<file path="src/wwd_map.vh">
// Register map, field positions, reset values and timing counts for
// the windowed watchdog core.
// Assumes an 8-bit register port addressed by the printed byte offsets.
// Functional notes
// - Config-b bit 7: write-once early-refresh window mode enable.
// - Config-b bit 6: interrupt flag, set on delayed-reset event, write 1 clears.
// - Config-b bits 5 and 3..2 read zero, writes ignored.
// - Config-b bit 4: write-once divide-by-256 of counter reference clock.
// - Config-b bits 1..0: write-once clock select bus, 1k, 32k, external.
// - Counter bytes read the live counter at any time.
// - Valid refresh sequence clears the counter to zero.
// - Unlock sequence opens reconfiguration only if allow-updates was set.
// - Any other counter write forces a reset.
// - Counter reaching 16-bit timeout value forces a reset.
// - In window mode the window value is the earliest valid refresh count.
// - Counter runs continuously from selected source; no refresh means reset.
// - Refresh is 0xA602 then 0xB480 within 16 bus clocks, else reset.
// - Unlock is 0xC520 then 0xD928; reconfigure within 128 clocks, else reset.
// - With interrupts enabled, request interrupt and delay reset 128 clocks.
// - In window mode a refresh before the window value forces a reset.
`ifndef WWD_MAP_VH
`define WWD_MAP_VH

// ----------------------------------------------------------------------
// Register offsets
// ----------------------------------------------------------------------
`define WWD_CFGA_ADDR   16'h3030
`define WWD_CFGB_ADDR   16'h3031
`define WWD_CNTH_ADDR   16'h3032
`define WWD_CNTL_ADDR   16'h3033
`define WWD_TOH_ADDR    16'h3034
`define WWD_TOL_ADDR    16'h3035
`define WWD_WINH_ADDR   16'h3036
`define WWD_WINL_ADDR   16'h3037

// ----------------------------------------------------------------------
// Field positions
// ----------------------------------------------------------------------
`define WWD_A_EN        7
`define WWD_A_INT       6
`define WWD_A_UPDATE    5
`define WWD_B_WIN       7
`define WWD_B_FLG       6
`define WWD_B_DIV256_ENABLE      4
`define WWD_B_CLK_HI    1
`define WWD_B_CLK_LO    0
`define WWD_B_RW_MASK   8'h93

// ----------------------------------------------------------------------
// Reset values and sequence words
// ----------------------------------------------------------------------
`define WWD_CFGA_RST    8'h80
`define WWD_CFGB_RST    8'h01
`define WWD_TO_RST      16'h0004
`define WWD_WIN_RST     16'h0000
`define WWD_REF1        16'hA602
`define WWD_REF2        16'hB480
`define WWD_UNL1        16'hC520
`define WWD_UNL2        16'hD928

// ----------------------------------------------------------------------
// Timing counts in bus clocks
// ----------------------------------------------------------------------
`define WWD_SEQ_GAP     8'h10
`define WWD_CFG_TIME    8'h80
`define WWD_RST_DELAY   8'h80
`define WWD_DIV256_ENABLE_DIV    256

`endif

</file>
<file path="src/wwd_tick_gen.v">
// Counter tick generator for the windowed watchdog core.
// Assumes slow source clocks arrive as raw pins on no known phase.
`timescale 1ns/1ps
`include "wwd_map.vh"

module wwd_tick_gen (
   input  wire       ref_clk,    // Bus clock
   input  wire       rst_b,      // Async reset, active low
   input  wire [1:0] clk_sel,    // Source select
   input  wire       div256,     // Divide-by-256 enable
   input  wire       lpo_1k,     // 1 kHz source pin
   input  wire       irc_32k,    // 32 kHz source pin
   input  wire       ext_clk,    // External source pin
   output reg        tick        // One-cycle count enable
);

   reg  [2:0] sync_lpo;
   reg  [2:0] sync_irc;
   reg  [2:0] sync_ext;
   reg        prev_lvl;
   reg  [7:0] div256_enable_cnt;
   reg        src_lvl;
   wire       src_edge;

   // ----------------------------------------------------------------------
   // Three-stage synchronisers; levels taken when stages 2 and 3 agree
   // ----------------------------------------------------------------------
   always @(posedge ref_clk or negedge rst_b) begin
      if (!rst_b) begin
         sync_lpo <= 3'h0;
         sync_irc <= 3'h0;
         sync_ext <= 3'h0;
      end else begin
         sync_lpo <= {sync_lpo[1:0], lpo_1k};
         sync_irc <= {sync_irc[1:0], irc_32k};
         sync_ext <= {sync_ext[1:0], ext_clk};
      end
   end

   // Source mux; bus clock means every cycle counts
   always @* begin
      case (clk_sel)
         2'h1:    src_lvl = (sync_lpo[2] == sync_lpo[1]) ? sync_lpo[2] : prev_lvl;
         2'h2:    src_lvl = (sync_irc[2] == sync_irc[1]) ? sync_irc[2] : prev_lvl;
         2'h3:    src_lvl = (sync_ext[2] == sync_ext[1]) ? sync_ext[2] : prev_lvl;
         default: src_lvl = 1'b0;
      endcase
   end

   assign src_edge = (clk_sel == 2'h0) ? 1'b1 : (src_lvl & ~prev_lvl);

   // Rising-edge detect and fixed prescaler
   always @(posedge ref_clk or negedge rst_b) begin
      if (!rst_b) begin
         prev_lvl <= 1'b0;
         div256_enable_cnt <= 8'h00;
         tick     <= 1'b0;
      end else begin
         prev_lvl <= src_lvl;
         tick     <= 1'b0;
         if (src_edge) begin
            if (!div256) begin
               tick <= 1'b1;
            end else begin
               div256_enable_cnt <= div256_enable_cnt + 8'h01;
               tick     <= (div256_enable_cnt == 8'hFF);
            end
         end
      end
   end

endmodule

</file>
<file path="src/wwd_core.v">
// Windowed watchdog core: registers, counter, sequences and reset.
// Assumes an 8-bit register port with one-cycle strobes on ref_clk.
`timescale 1ns/1ps
`include "wwd_map.vh"

module wwd_core (
   input  wire        ref_clk,   // Bus clock, 200 MHz
   input  wire        rst_b,     // Async reset, active low
   input  wire [15:0] addr,      // Register byte address
   input  wire [7:0]  wdata,     // Write data
   input  wire        wr_en,     // Write strobe
   input  wire        rd_en,     // Read strobe
   output reg  [7:0]  rdata,     // Read data, cycle after rd_en
   input  wire        lpo_1k,    // 1 kHz oscillator pin
   input  wire        irc_32k,   // 32 kHz oscillator pin
   input  wire        ext_clk,   // External clock pin
   output reg         wdog_irq,  // Interrupt request level
   output reg         wdog_rst   // Forced reset request level
);

   // Windows and delays in bus clocks
   localparam [7:0] SEQ_GAP  = `WWD_SEQ_GAP;
   localparam [7:0] CFG_TIME = `WWD_CFG_TIME;
   localparam [7:0] RST_DLY  = `WWD_RST_DELAY;

   // ----------------------------------------------------------------------
   // State
   // ----------------------------------------------------------------------
   reg  [7:0]  cfg_a;
   reg         win_en;
   reg         irq_flag;
   reg         div256_enable;
   reg  [1:0]  clk_sel;
   reg  [15:0] timeout;
   reg  [15:0] early_limit;
   reg  [15:0] count;
   reg  [7:0]  cnt_hi_hold;       // Upper byte of a pending counter write
   reg         hi_held;
   reg         first_word;        // First sequence word seen
   reg         first_is_ref;      // First word was refresh, else unlock
   reg  [7:0]  gap_cnt;
   reg         locked;            // Write-once fields closed
   reg         unlock_open;       // Reconfiguration interval running
   reg  [7:0]  unl_cnt;
   reg  [7:0]  cfg_cnt;           // Initial configuration window
   reg         cfg_done;
   reg         pend;              // Delayed reset pending
   reg  [7:0]  dly_cnt;
   wire        tick;
   wire        can_cfg;
   wire        wr_cnt;
   wire [15:0] word;
   wire        word_done;
   reg         fault;
   reg         refresh_ok;

   assign can_cfg   = ~locked | unlock_open;
   assign wr_cnt    = wr_en & ((addr == `WWD_CNTH_ADDR) |
                               (addr == `WWD_CNTL_ADDR));
   assign word      = {cnt_hi_hold, wdata};
   assign word_done = wr_en & (addr == `WWD_CNTL_ADDR) & hi_held;

   // ----------------------------------------------------------------------
   // Tick source
   // ----------------------------------------------------------------------
   wwd_tick_gen u_tick (
      .ref_clk (ref_clk),
      .rst_b   (rst_b),
      .clk_sel (clk_sel),
      .div256  (div256_enable),
      .lpo_1k  (lpo_1k),
      .irc_32k (irc_32k),
      .ext_clk (ext_clk),
      .tick    (tick)
   );

   // ----------------------------------------------------------------------
   // Fault detection: any event that triggers a reset
   // ----------------------------------------------------------------------
   always @* begin
      fault      = 1'b0;
      refresh_ok = 1'b0;
      // Timeout compare; a zero timeout fires at once
      if (cfg_a[`WWD_A_EN] && count >= timeout)
         fault = 1'b1;
      // Second word late
      if (first_word && gap_cnt >= SEQ_GAP)
         fault = 1'b1;
      // Unlock interval expired without reconfiguration finishing
      if (unlock_open && unl_cnt >= CFG_TIME)
         fault = 1'b1;
      // Lone low-byte write or stray word is illegal
      if (wr_en && addr == `WWD_CNTL_ADDR && !hi_held)
         fault = 1'b1;
      if (word_done) begin
         if (!first_word) begin
            if (word != `WWD_REF1 && word != `WWD_UNL1)
               fault = 1'b1;
            else if (word == `WWD_UNL1 && !cfg_a[`WWD_A_UPDATE])
               fault = 1'b1;
            else if (word == `WWD_REF1 && win_en && count < early_limit)
               fault = 1'b1;
         end else if (first_is_ref) begin
            if (word == `WWD_REF2)
               refresh_ok = 1'b1;
            else
               fault = 1'b1;
         end else if (word != `WWD_UNL2) begin
            fault = 1'b1;
         end
      end
   end

   // ----------------------------------------------------------------------
   // Counter and sequence tracking
   // ----------------------------------------------------------------------
   always @(posedge ref_clk or negedge rst_b) begin
      if (!rst_b) begin
         count        <= 16'h0000;
         cnt_hi_hold  <= 8'h00;
         hi_held      <= 1'b0;
         first_word   <= 1'b0;
         first_is_ref <= 1'b0;
         gap_cnt      <= 8'h00;
         unlock_open  <= 1'b0;
         unl_cnt      <= 8'h00;
      end else begin
         // Free-running count from the chosen source
         if (refresh_ok)
            count <= 16'h0000;
         else if (cfg_a[`WWD_A_EN] && tick && count != 16'hFFFF)
            count <= count + 16'h0001;
         if (wr_en && addr == `WWD_CNTH_ADDR) begin
            cnt_hi_hold <= wdata;
            hi_held     <= 1'b1;
         end else if (wr_cnt) begin
            hi_held <= 1'b0;
         end
         // Gap timer runs between the two words
         if (first_word)
            gap_cnt <= gap_cnt + 8'h01;
         if (word_done && !first_word) begin
            first_word   <= 1'b1;
            first_is_ref <= (word == `WWD_REF1);
            gap_cnt      <= 8'h00;
         end else if (word_done) begin
            first_word <= 1'b0;
         end
         // Unlock opens the reconfiguration interval
         if (word_done && first_word && !first_is_ref &&
             word == `WWD_UNL2) begin
            unlock_open <= 1'b1;
            unl_cnt     <= 8'h00;
         end else if (unlock_open) begin
            unl_cnt <= unl_cnt + 8'h01;
            if (wr_en && addr == `WWD_CFGA_ADDR)
               unlock_open <= 1'b0;    // Config-a write closes the interval
         end
      end
   end

   // ----------------------------------------------------------------------
   // Write-once configuration registers
   // ----------------------------------------------------------------------
   always @(posedge ref_clk or negedge rst_b) begin
      if (!rst_b) begin
         cfg_a         <= `WWD_CFGA_RST;
         win_en        <= 1'b0;
         div256_enable <= 1'b0;
         clk_sel       <= 2'h1;
         timeout       <= `WWD_TO_RST;
         early_limit   <= `WWD_WIN_RST;
         locked        <= 1'b0;
         cfg_cnt       <= 8'h00;
         cfg_done      <= 1'b0;
      end else begin
         // Initial window closes after 128 bus clocks
         if (!cfg_done) begin
            cfg_cnt <= cfg_cnt + 8'h01;
            if (cfg_cnt == CFG_TIME - 8'h01) begin
               cfg_done <= 1'b1;
               locked   <= 1'b1;
            end
         end
         if (wr_en && can_cfg) begin
            case (addr)
               `WWD_CFGA_ADDR: begin
                  cfg_a  <= wdata;
                  locked <= 1'b1;
               end
               `WWD_CFGB_ADDR: begin
                  win_en        <= wdata[`WWD_B_WIN];
                  div256_enable <= wdata[`WWD_B_DIV256_ENABLE];
                  clk_sel       <= wdata[`WWD_B_CLK_HI:`WWD_B_CLK_LO];
               end
               `WWD_TOH_ADDR:  timeout[15:8]     <= wdata;
               `WWD_TOL_ADDR:  timeout[7:0]      <= wdata;
               `WWD_WINH_ADDR: early_limit[15:8] <= wdata;
               `WWD_WINL_ADDR: early_limit[7:0]  <= wdata;
               default: ;
            endcase
         end
      end
   end

   // ----------------------------------------------------------------------
   // Interrupt flag and delayed reset
   // ----------------------------------------------------------------------
   always @(posedge ref_clk or negedge rst_b) begin
      if (!rst_b) begin
         irq_flag <= 1'b0;
         pend     <= 1'b0;
         dly_cnt  <= 8'h00;
         wdog_irq <= 1'b0;
         wdog_rst <= 1'b0;
      end else begin
         // Set wins over a same-cycle write-1 clear
         if (fault && cfg_a[`WWD_A_INT] && !pend)
            irq_flag <= 1'b1;
         else if (wr_en && addr == `WWD_CFGB_ADDR && wdata[`WWD_B_FLG])
            irq_flag <= 1'b0;
         if (fault && !cfg_a[`WWD_A_INT]) begin
            wdog_rst <= 1'b1;
         end else if (fault && !pend) begin
            pend     <= 1'b1;
            dly_cnt  <= 8'h00;
            wdog_irq <= 1'b1;
         end else if (pend) begin
            dly_cnt <= dly_cnt + 8'h01;
            if (dly_cnt == RST_DLY - 8'h01)
               wdog_rst <= 1'b1;
         end
      end
   end

   // ----------------------------------------------------------------------
   // Read port; counter bytes are live reserved bits zero
   // ----------------------------------------------------------------------
   always @(posedge ref_clk or negedge rst_b) begin
      if (!rst_b) begin
         rdata <= 8'h00;
      end else if (rd_en) begin
         case (addr)
            `WWD_CFGA_ADDR: rdata <= cfg_a;
            `WWD_CFGB_ADDR: rdata <= {win_en, irq_flag, 1'b0, div256_enable,
                                      2'h0, clk_sel};
            `WWD_CNTH_ADDR: rdata <= count[15:8];
            `WWD_CNTL_ADDR: rdata <= count[7:0];
            `WWD_TOH_ADDR:  rdata <= timeout[15:8];
            `WWD_TOL_ADDR:  rdata <= timeout[7:0];
            `WWD_WINH_ADDR: rdata <= early_limit[15:8];
            `WWD_WINL_ADDR: rdata <= early_limit[7:0];
            default:        rdata <= 8'h00;
         endcase
      end else begin
         rdata <= 8'h00;
      end
   end

endmodule

</file>
<file path="config.mk">
export PLATFORM = sky130hd
export DESIGN_NAME = wwd_core
export DESIGN_NICKNAME = d
export VERILOG_FILES = /design/src/wwd_tick_gen.v /design/src/wwd_core.v
export VERILOG_INCLUDE_DIRS = /design/src
export SDC_FILE = /design/constraint.sdc
export NUM_CORES = 1
export LEC_CHECK = 0
export ABC_CLOCK_PERIOD_IN_PS = 2550
export BUFFER_PORTS_ARGS = -buffer_cell sky130_fd_sc_hd__buf_2
export CAP_MARGIN = 30
export CORE_ASPECT_RATIO = 2
export CORE_MARGIN = 1.5
export CORE_UTILIZATION = 50
export CTS_BUF_LIST = sky130_fd_sc_hd__clkbuf_8
export DETAILED_ROUTE_END_ITERATION = 8
export HOLD_SLACK_MARGIN = 0.02
export PLACE_DENSITY = 0.74
export SLEW_MARGIN = 20
export SYNTH_ARGS = -nofsm -noshare
export SYNTH_HDL_FRONTEND = slang
export SYNTH_SLANG_ARGS = --single-unit
</file>
<file path="constraint.sdc">
create_clock -name ref_clk -period 2.55 [get_ports ref_clk]
set_input_delay 0.255 -clock ref_clk [delete_from_list [all_inputs] [get_ports ref_clk]]
set_output_delay 0.255 -clock ref_clk [all_outputs]
set_load 0.005 [all_outputs]
</file>
Word-level counts from Yosys, hierarchy flattened
Cells that the tools add are included.

storage, ports and cells
  register bits = 136
  bits in latches = 0
  bits in writable memories = 0
  ROM bits = 0
  input port bits = 31
  output and inout port bits = 10
  logic and storage cells = 177
  memories kept = 0

cells by class
  $add $sub $neg = 6
  $mul = 0
  divide/modulo/power cells = 0
  $lt $le $gt $ge = 4
  eq/ne operators = 26
  shift-type cells = 0
  multiplexer cells = 52
  bitwise operators = 9
  reductions and logical operators = 50

operator list
  cell                   count
  $eq 16x14->1 const B   8
  $eq 16x16->1 const B   4
  $ne 16x16->1 const B   4
  $pmux 8 s8             1
  $mux 8                 7
  $mux 1                 41
  $add 8x1->8 const B    5
  $mux 16                2
  $logic_and 1x1->1      24
  $reduce_and 2->1       9
  $reduce_bool 2->1      9
  $add 16x1->16 const B  1
  $eq 8x7->1 const B     2
  $ge 16x16->1           1
  $lt 16x16->1           1
  $eq 8x8->1 const B     1
  $ge 8x5->1 const B     1
  $ge 8x8->1 const B     1
  $logic_not 1->1        6
  $and 1x1->1            4
  $eq 2x2->1 const B     2
  $eq 1x1->1             3
  $not 1->1              3
  $pmux 1 s3             1
  5 further kinds        6

Logic depth before layout (Yosys ltp)
  word-level depth = 14
  mapped depth = 11
  mapped depth without buffers = 10

By module
A second synthesis with hierarchy kept.

unflattened totals
  cell total of the unflattened synthesis = 687
  area total of the unflattened synthesis = 7170.6 um^2

modules (own cells, without submodules)
  module        instances  cells each  area an instance (um^2)  seq. area each (um^2)
  wwd_core      1          624         6404.9                   2931.6
  wwd_tick_gen  1          63          765.7                    475.5

Worst setup path after synthesis
Ideal clock, no wire load.

  kind = register -> register
  start point = register timeout[2]
  end point = register dly_cnt[3]
  setup time = 79 ps
  data arrival time = 2482 ps
  required time = 2471 ps
  slack = -12 ps
  stages on the path, launching flop included = 12
  buffers on the path = 1
  clock period less this slack = 2562 ps
  cell sequence = dfstp_2 > inv_1 > ha_1 > a211oi_1 > o21ai_0 > a21oi_1 > o211ai_1 > and2_1 > or4_1 > buf_6 > a21boi_2 > mux2i_1

between the ends
  word-level cells in the longest chain between the ends = 14
  elaborated cells between the ends (all ways) = 20
  those cells by class = 1 x order compare; 13 x mux; 1 x bitwise; 5 x reduce/logical

ends and longest elaborated chain
  item                                                      RTL line                        RTL
  from (decl)                                               wwd_core.v:34                   reg [15:0] timeout;
  from (signal assigned)                                    wwd_core.v:171                  timeout <= `WWD_TO_RST;
  from (signal assigned)                                    wwd_core.v:197                  `WWD_TOL_ADDR: timeout[7:0] <= wdata;
  $ge 16x16->1 (*)                                          wwd_core.v:84                   if (cfg_a[`WWD_A_EN] && count >= timeout)
  $logic_and 1x1->1 (*)                                     wwd_core.v:84
  $mux 1 (*)                                                wwd_core.v:84
  $mux 1 (*)                                                wwd_core.v:87                   if (first_word && gap_cnt >= SEQ_GAP)
  $mux 1 (*)                                                wwd_core.v:90                   if (unlock_open && unl_cnt >= CFG_TIME)
  $mux 1 (*)                                                wwd_core.v:93                   if (wr_en && addr == `WWD_CNTL_ADDR && !hi_held)
  $mux 1                                                    wwd_core.v:101                  else if (word == `WWD_REF1 && win_en && count < early_limit)
  $mux 1                                                    wwd_core.v:99                   else if (word == `WWD_UNL1 && !cfg_a[`WWD_A_UPDATE])
  $mux 1                                                    wwd_core.v:97                   if (word != `WWD_REF1 && word != `WWD_UNL1)
  $mux 1                                                    wwd_core.v:96                   if (!first_word) begin
  $mux 1 (*)                                                wwd_core.v:95                   if (word_done) begin
  $logic_and 1x1->1, on equally long branches               wwd_core.v:224, wwd_core.v:222
  $reduce_bool 2->1 (no line) or $not 1->1 (tied branches)  n/a
  $reduce_and 2->1 (no line)                                n/a
  to (signal assigned)                                      wwd_core.v:229                  dly_cnt <= dly_cnt + 8'h01;
  to (decl)                                                 wwd_core.v:48                   reg [7:0] dly_cnt;

Mark *: on every way between the ends. The rest lies on a longest branch, timed or not.
A chain may end at the register's enable or synchronous reset.

Worst setup path after layout
  start point = register count[13]
  end point = register dly_cnt[3]

between the ends
  word-level cells in the longest chain between the ends = 14
  elaborated cells between the ends (all ways) = 22
  those cells by class = 2 x order compare; 13 x mux; 1 x bitwise; 6 x reduce/logical

ends and longest elaborated chain
  item                                                      RTL line                        RTL
  from (decl)                                               wwd_core.v:36                   reg [15:0] count;
  from (signal assigned)                                    wwd_core.v:132                  count <= count + 16'h0001;
  $ge 16x16->1                                              wwd_core.v:84
  $logic_and 1x1->1                                         wwd_core.v:84
  $mux 1                                                    wwd_core.v:84
  $mux 1                                                    wwd_core.v:87
  $mux 1                                                    wwd_core.v:90
  $mux 1                                                    wwd_core.v:93
  $mux 1                                                    wwd_core.v:101
  $mux 1                                                    wwd_core.v:99
  $mux 1                                                    wwd_core.v:97
  $mux 1                                                    wwd_core.v:96
  $mux 1 (*)                                                wwd_core.v:95
  $logic_and 1x1->1, on equally long branches               wwd_core.v:224, wwd_core.v:222
  $reduce_bool 2->1 (no line) or $not 1->1 (tied branches)  n/a
  $reduce_and 2->1 (no line)                                n/a

Marked as above.

==> flow_summary.toml <==
[worst_hold_path]
min_from = "wdata[6]"
whs_path_depth = 2
min_to = "cnt_hi_hold[6]"
hp-class = "in2reg"

[clock_tree]
numCtsBuffers = 17
clock_path_buffers = 2
cts.sinks = 136
cts_max_level = 4
cts_tree = "done"
insertion_delay_ns = 0.46
clock_tree.root_cell = "clkbuf_8"
clkTransAtPathRegs_ns = 0.09

[setup_path]
crit_type = "reg2reg"
worst-path-buf-inv = 3
path_max_fanout = 5
critPathMaxStageDelay_ns = 0.42
r2r_start = "count[13]"
crit_chain = "ha_1 > nand4_1 > nand3b_1 > a2111oi_4 > o311ai_4 > a2111oi_4 > buf_4 > buf_6 > o311ai_4 > buf_6 > nand2b_1 > mux2i_1"
required_ns = 2.89
cp_slowest_cell = "dfrtp_1"
setup.worst_path.start_class = "register"
critPathTopFamily = "compound AO/OA/AOI/OAI gates"
cp-end-kind = "register"
regToRegEndpoint = "dly_cnt[3]"
reg2reg_depth = 12
critPathArrivalTime_ns = 3.12
r2r_slack_ns = -0.24

[yosys]
async_flop_share_pct = 100
synth_edf_count = 0
seq_area_frac_synth_pct = 47.0
ys.flop_type = "dfrtp_1"
yosys_warnings = 0
ys_ff_latch = 136
synth_nets = 738
yosys.cell_types.count = 76
syn_avg_cell_area_um2 = 10.9
syn-cell-area_um2 = 7250
netlist_instances = 668

[drt]
drtPass1Iterations = 6
via_per_inst = 5.77
drtAntennaViolNets = 0
top_layer = "met4"
wl_met3_um = 588
first_iter_violations = 358
drc = 0
wirelength_um = 19500
wl_per_cell_um = 19.3
via_count = 5808
wl_met2_um = 10700
met1_length_um = 6740

[global_routing]
overflow = 0
gr-usage-all-layers_pct = 27.6
antenna_found_initial = 0
grt_max_degree = 65
grt_pass1_wl_um = 31800
grt_pass1_vias = 6292

[outcome]
violations = "setup timing"
status = "finished, violations left"

[timing]
rsz0062_at_grt = "yes"
drv_slew = 0
timing.final.hold_violations = 0
setup_viol = 10
worst_slack_ns = -0.239
fin_hold_ws_ns = 0.161
finalCriticalPeriod_ns = 2.79
tightest_slew_ns = 0.604
relSlewSlack_pct = 59.7
fin_skew_ns = 0.0127
max_freq_mhz = 359
period_share_pct = 109

[finish]
final_area_um2 = 8930
areaGrowthSynthToFinish_pct = 23.1
drive_above_1_share_pct = 32.4
fin_nets = 872
final_cell_mix = "dfrtp_1, buf_4, nand2_1"
mostFrequentLayoutCell = "dfrtp_1"
antenna_cells = 0

[place]
placed_cell_area_um2 = 8250
place_congestion = 0.992
dp_hpwl_um = 14500
io_buffers = 40

[die]
die_area_um2 = 15300
initial_utilization_pct = 50.8
num_rows = 62
pin_count = 41
die_w_um = 88.2
die_y_um = 173
core-area_um2 = 14300

[power]
leakage_uw = 0.00403
power.density_nw_per_um2 = 483
peakVddDrop_v = 0.000388

[run]
maxCapViolCount = 0
==> power breakdown <==
group / total, uW / switching, uW / internal, uW
clock: 1880 / 970 / 914
combinational: 203 / 124 / 78.9
sequential: 2230 / 37.4 / 2190
total: 4320 / 1130 / 3180
==> worst register-to-register path, stage by stage (launching register included) <==
cell and delay (ns):
dfrtp_1 0.42, ha_1 0.31, nand4_1 0.10, nand3b_1 0.12, a2111oi_4 0.42, o311ai_4 0.20
a2111oi_4 0.40, buf_4 0.19, buf_6 0.09, o311ai_4 0.08, buf_6 0.16, nand2b_1 0.08
mux2i_1 0.10
==> layout make-up <==
| class | count | area, um2 |
|---|---|---|
| fillers | 1168 | 5350 |
| multi-input cells | 468 | 3730 |
| repair buffers | 131 | 957 |
| inverters | 48 | 180 |
| clock buffers | 17 | 234 |
| well taps | 192 | 240 |
| clock inverters | 15 | 181 |
| flip-flops and latches | 136 | 3410 |
==> repair_timing <==
item | CTS | global route
resized for setup | 20 | 17
gates cloned | 0 | 1
hold buffers | 4 | 0
pin swaps | 10 | 5
setup buffers | 2 | 2
hold endpoints to repair | 65 | 0
endpoints found under the setup margin | 11 | 11
==> how the worst max path moves through the flow <==
stage / start / endpoint / slack (ns) / cells after the start
6_report: count[13] / dly_cnt[3] / -0.24 / 12
3_3_place_gp: early_limit[2] / dly_cnt[4] / -0.22 / 12
2_1_floorplan: timeout[2] / dly_cnt[3] / 0.01 / 11
5_1_grt: early_limit[13] / dly_cnt[3] / -0.30 / 13
4_1_cts: count[2] / dly_cnt[3] / -0.21 / 11
3_5_place_dp: early_limit[2] / dly_cnt[3] / -0.44 / 12
==> state kept, by name, indices dropped and copies added, names as in the netlist, 2 cells and up <==
| register | cells |
|---|---|
| u_tick.sync_ext | 3 |
| u_tick.sync_irc | 3 |
| u_tick.sync_lpo | 3 |
| clk_sel | 2 |
| dly_cnt | 8 |
| cnt_hi_hold | 8 |
| cfg_a | 8 |
| gap_cnt | 8 |
| cfg_cnt | 8 |
| u_tick.div256_enable_cnt | 8 |
| early_limit | 16 |
| count | 16 |
| unl_cnt | 8 |
| timeout | 16 |
| rdata | 8 |
==> logic make-up (layout without fill, tap and decap cells) <==
family | count (synthesis) | after routing | share of synthesized area, %
and+or+nand+nor | 227 | 227 | 18.3
DFF | 136 | 136 | 47.0
AOI/OAI and AO/OA | 108 | 108 | 10.8
buffers and inverters | 64 | 211 | 4.00
muxes | 54 | 54 | 8.26
adders and majority gates | 42 | 42 | 7.14
xor gates and xnor gates | 37 | 37 | 4.47
==> metal layers <==
| layer | track usage (%) | up-vias |
|---|---|---|
| met4 | 19.5 | 0 |
| li1 | - | 2668 |
| met1 | 28.5 | 2842 |
| met2 | 48.4 | 198 |
| met5 | 0 | - |
| met3 | 4.48 | 100 |
==> per-stage QoR <==
| step | setup TNS, ns | power, uW | setup slack, ns | std cells | utilization (%) |
|---|---|---|---|---|---|
| final | -1.47 | 4320 | -0.239 | 1007 | 62.5 |
| after detailed placement | -3.08 | 2460 | -0.440 | 966 | 57.8 |
| after global routing | -2.45 | 4460 | -0.303 | 1007 | 62.5 |
| after floorplan | 0 | 2340 | 0.0115 | 668 | - |
| after global placement | -1.27 | 2440 | -0.217 | 966 | 57.8 |
| after CTS | -1.03 | 4350 | -0.208 | 1004 | 61.8 |
==> cells in the mapped netlist (all sizes together) (3+ instances only) <==
cell / number / share of area (%)
nor2: 51 / 3.4
clkbuf: 5 / 0.26
or2: 3 / 0.29
dfrtp: 133 / 46
or4: 4 / 0.52
and3: 8 / 0.69
inv: 47 / 2.4
nand4b: 3 / 0.36
nor2b: 5 / 0.43
nor4: 6 / 1.2
xor2: 11 / 1.3
ha: 39 / 6.7
maj3: 3 / 0.41
a221oi: 5 / 0.60
a31oi: 10 / 0.86
o31ai: 3 / 0.38
a222oi: 3 / 0.41
a211oi: 5 / 0.52
mux2i: 7 / 0.97
nor4b: 6 / 1.4
a22oi: 17 / 1.8
o211ai: 4 / 0.41
nand2b: 7 / 0.60
mux2: 47 / 7.3
xnor2: 26 / 3.1
nand4: 22 / 1.9
nor3: 10 / 0.85
a21oi: 15 / 1.2
o21ai: 26 / 1.9
nand3: 29 / 2.1
a22o: 5 / 0.60
dfstp: 3 / 1.1
nand2: 63 / 3.4
buf: 11 / 1.3
(Power assumes the default switching activity.)
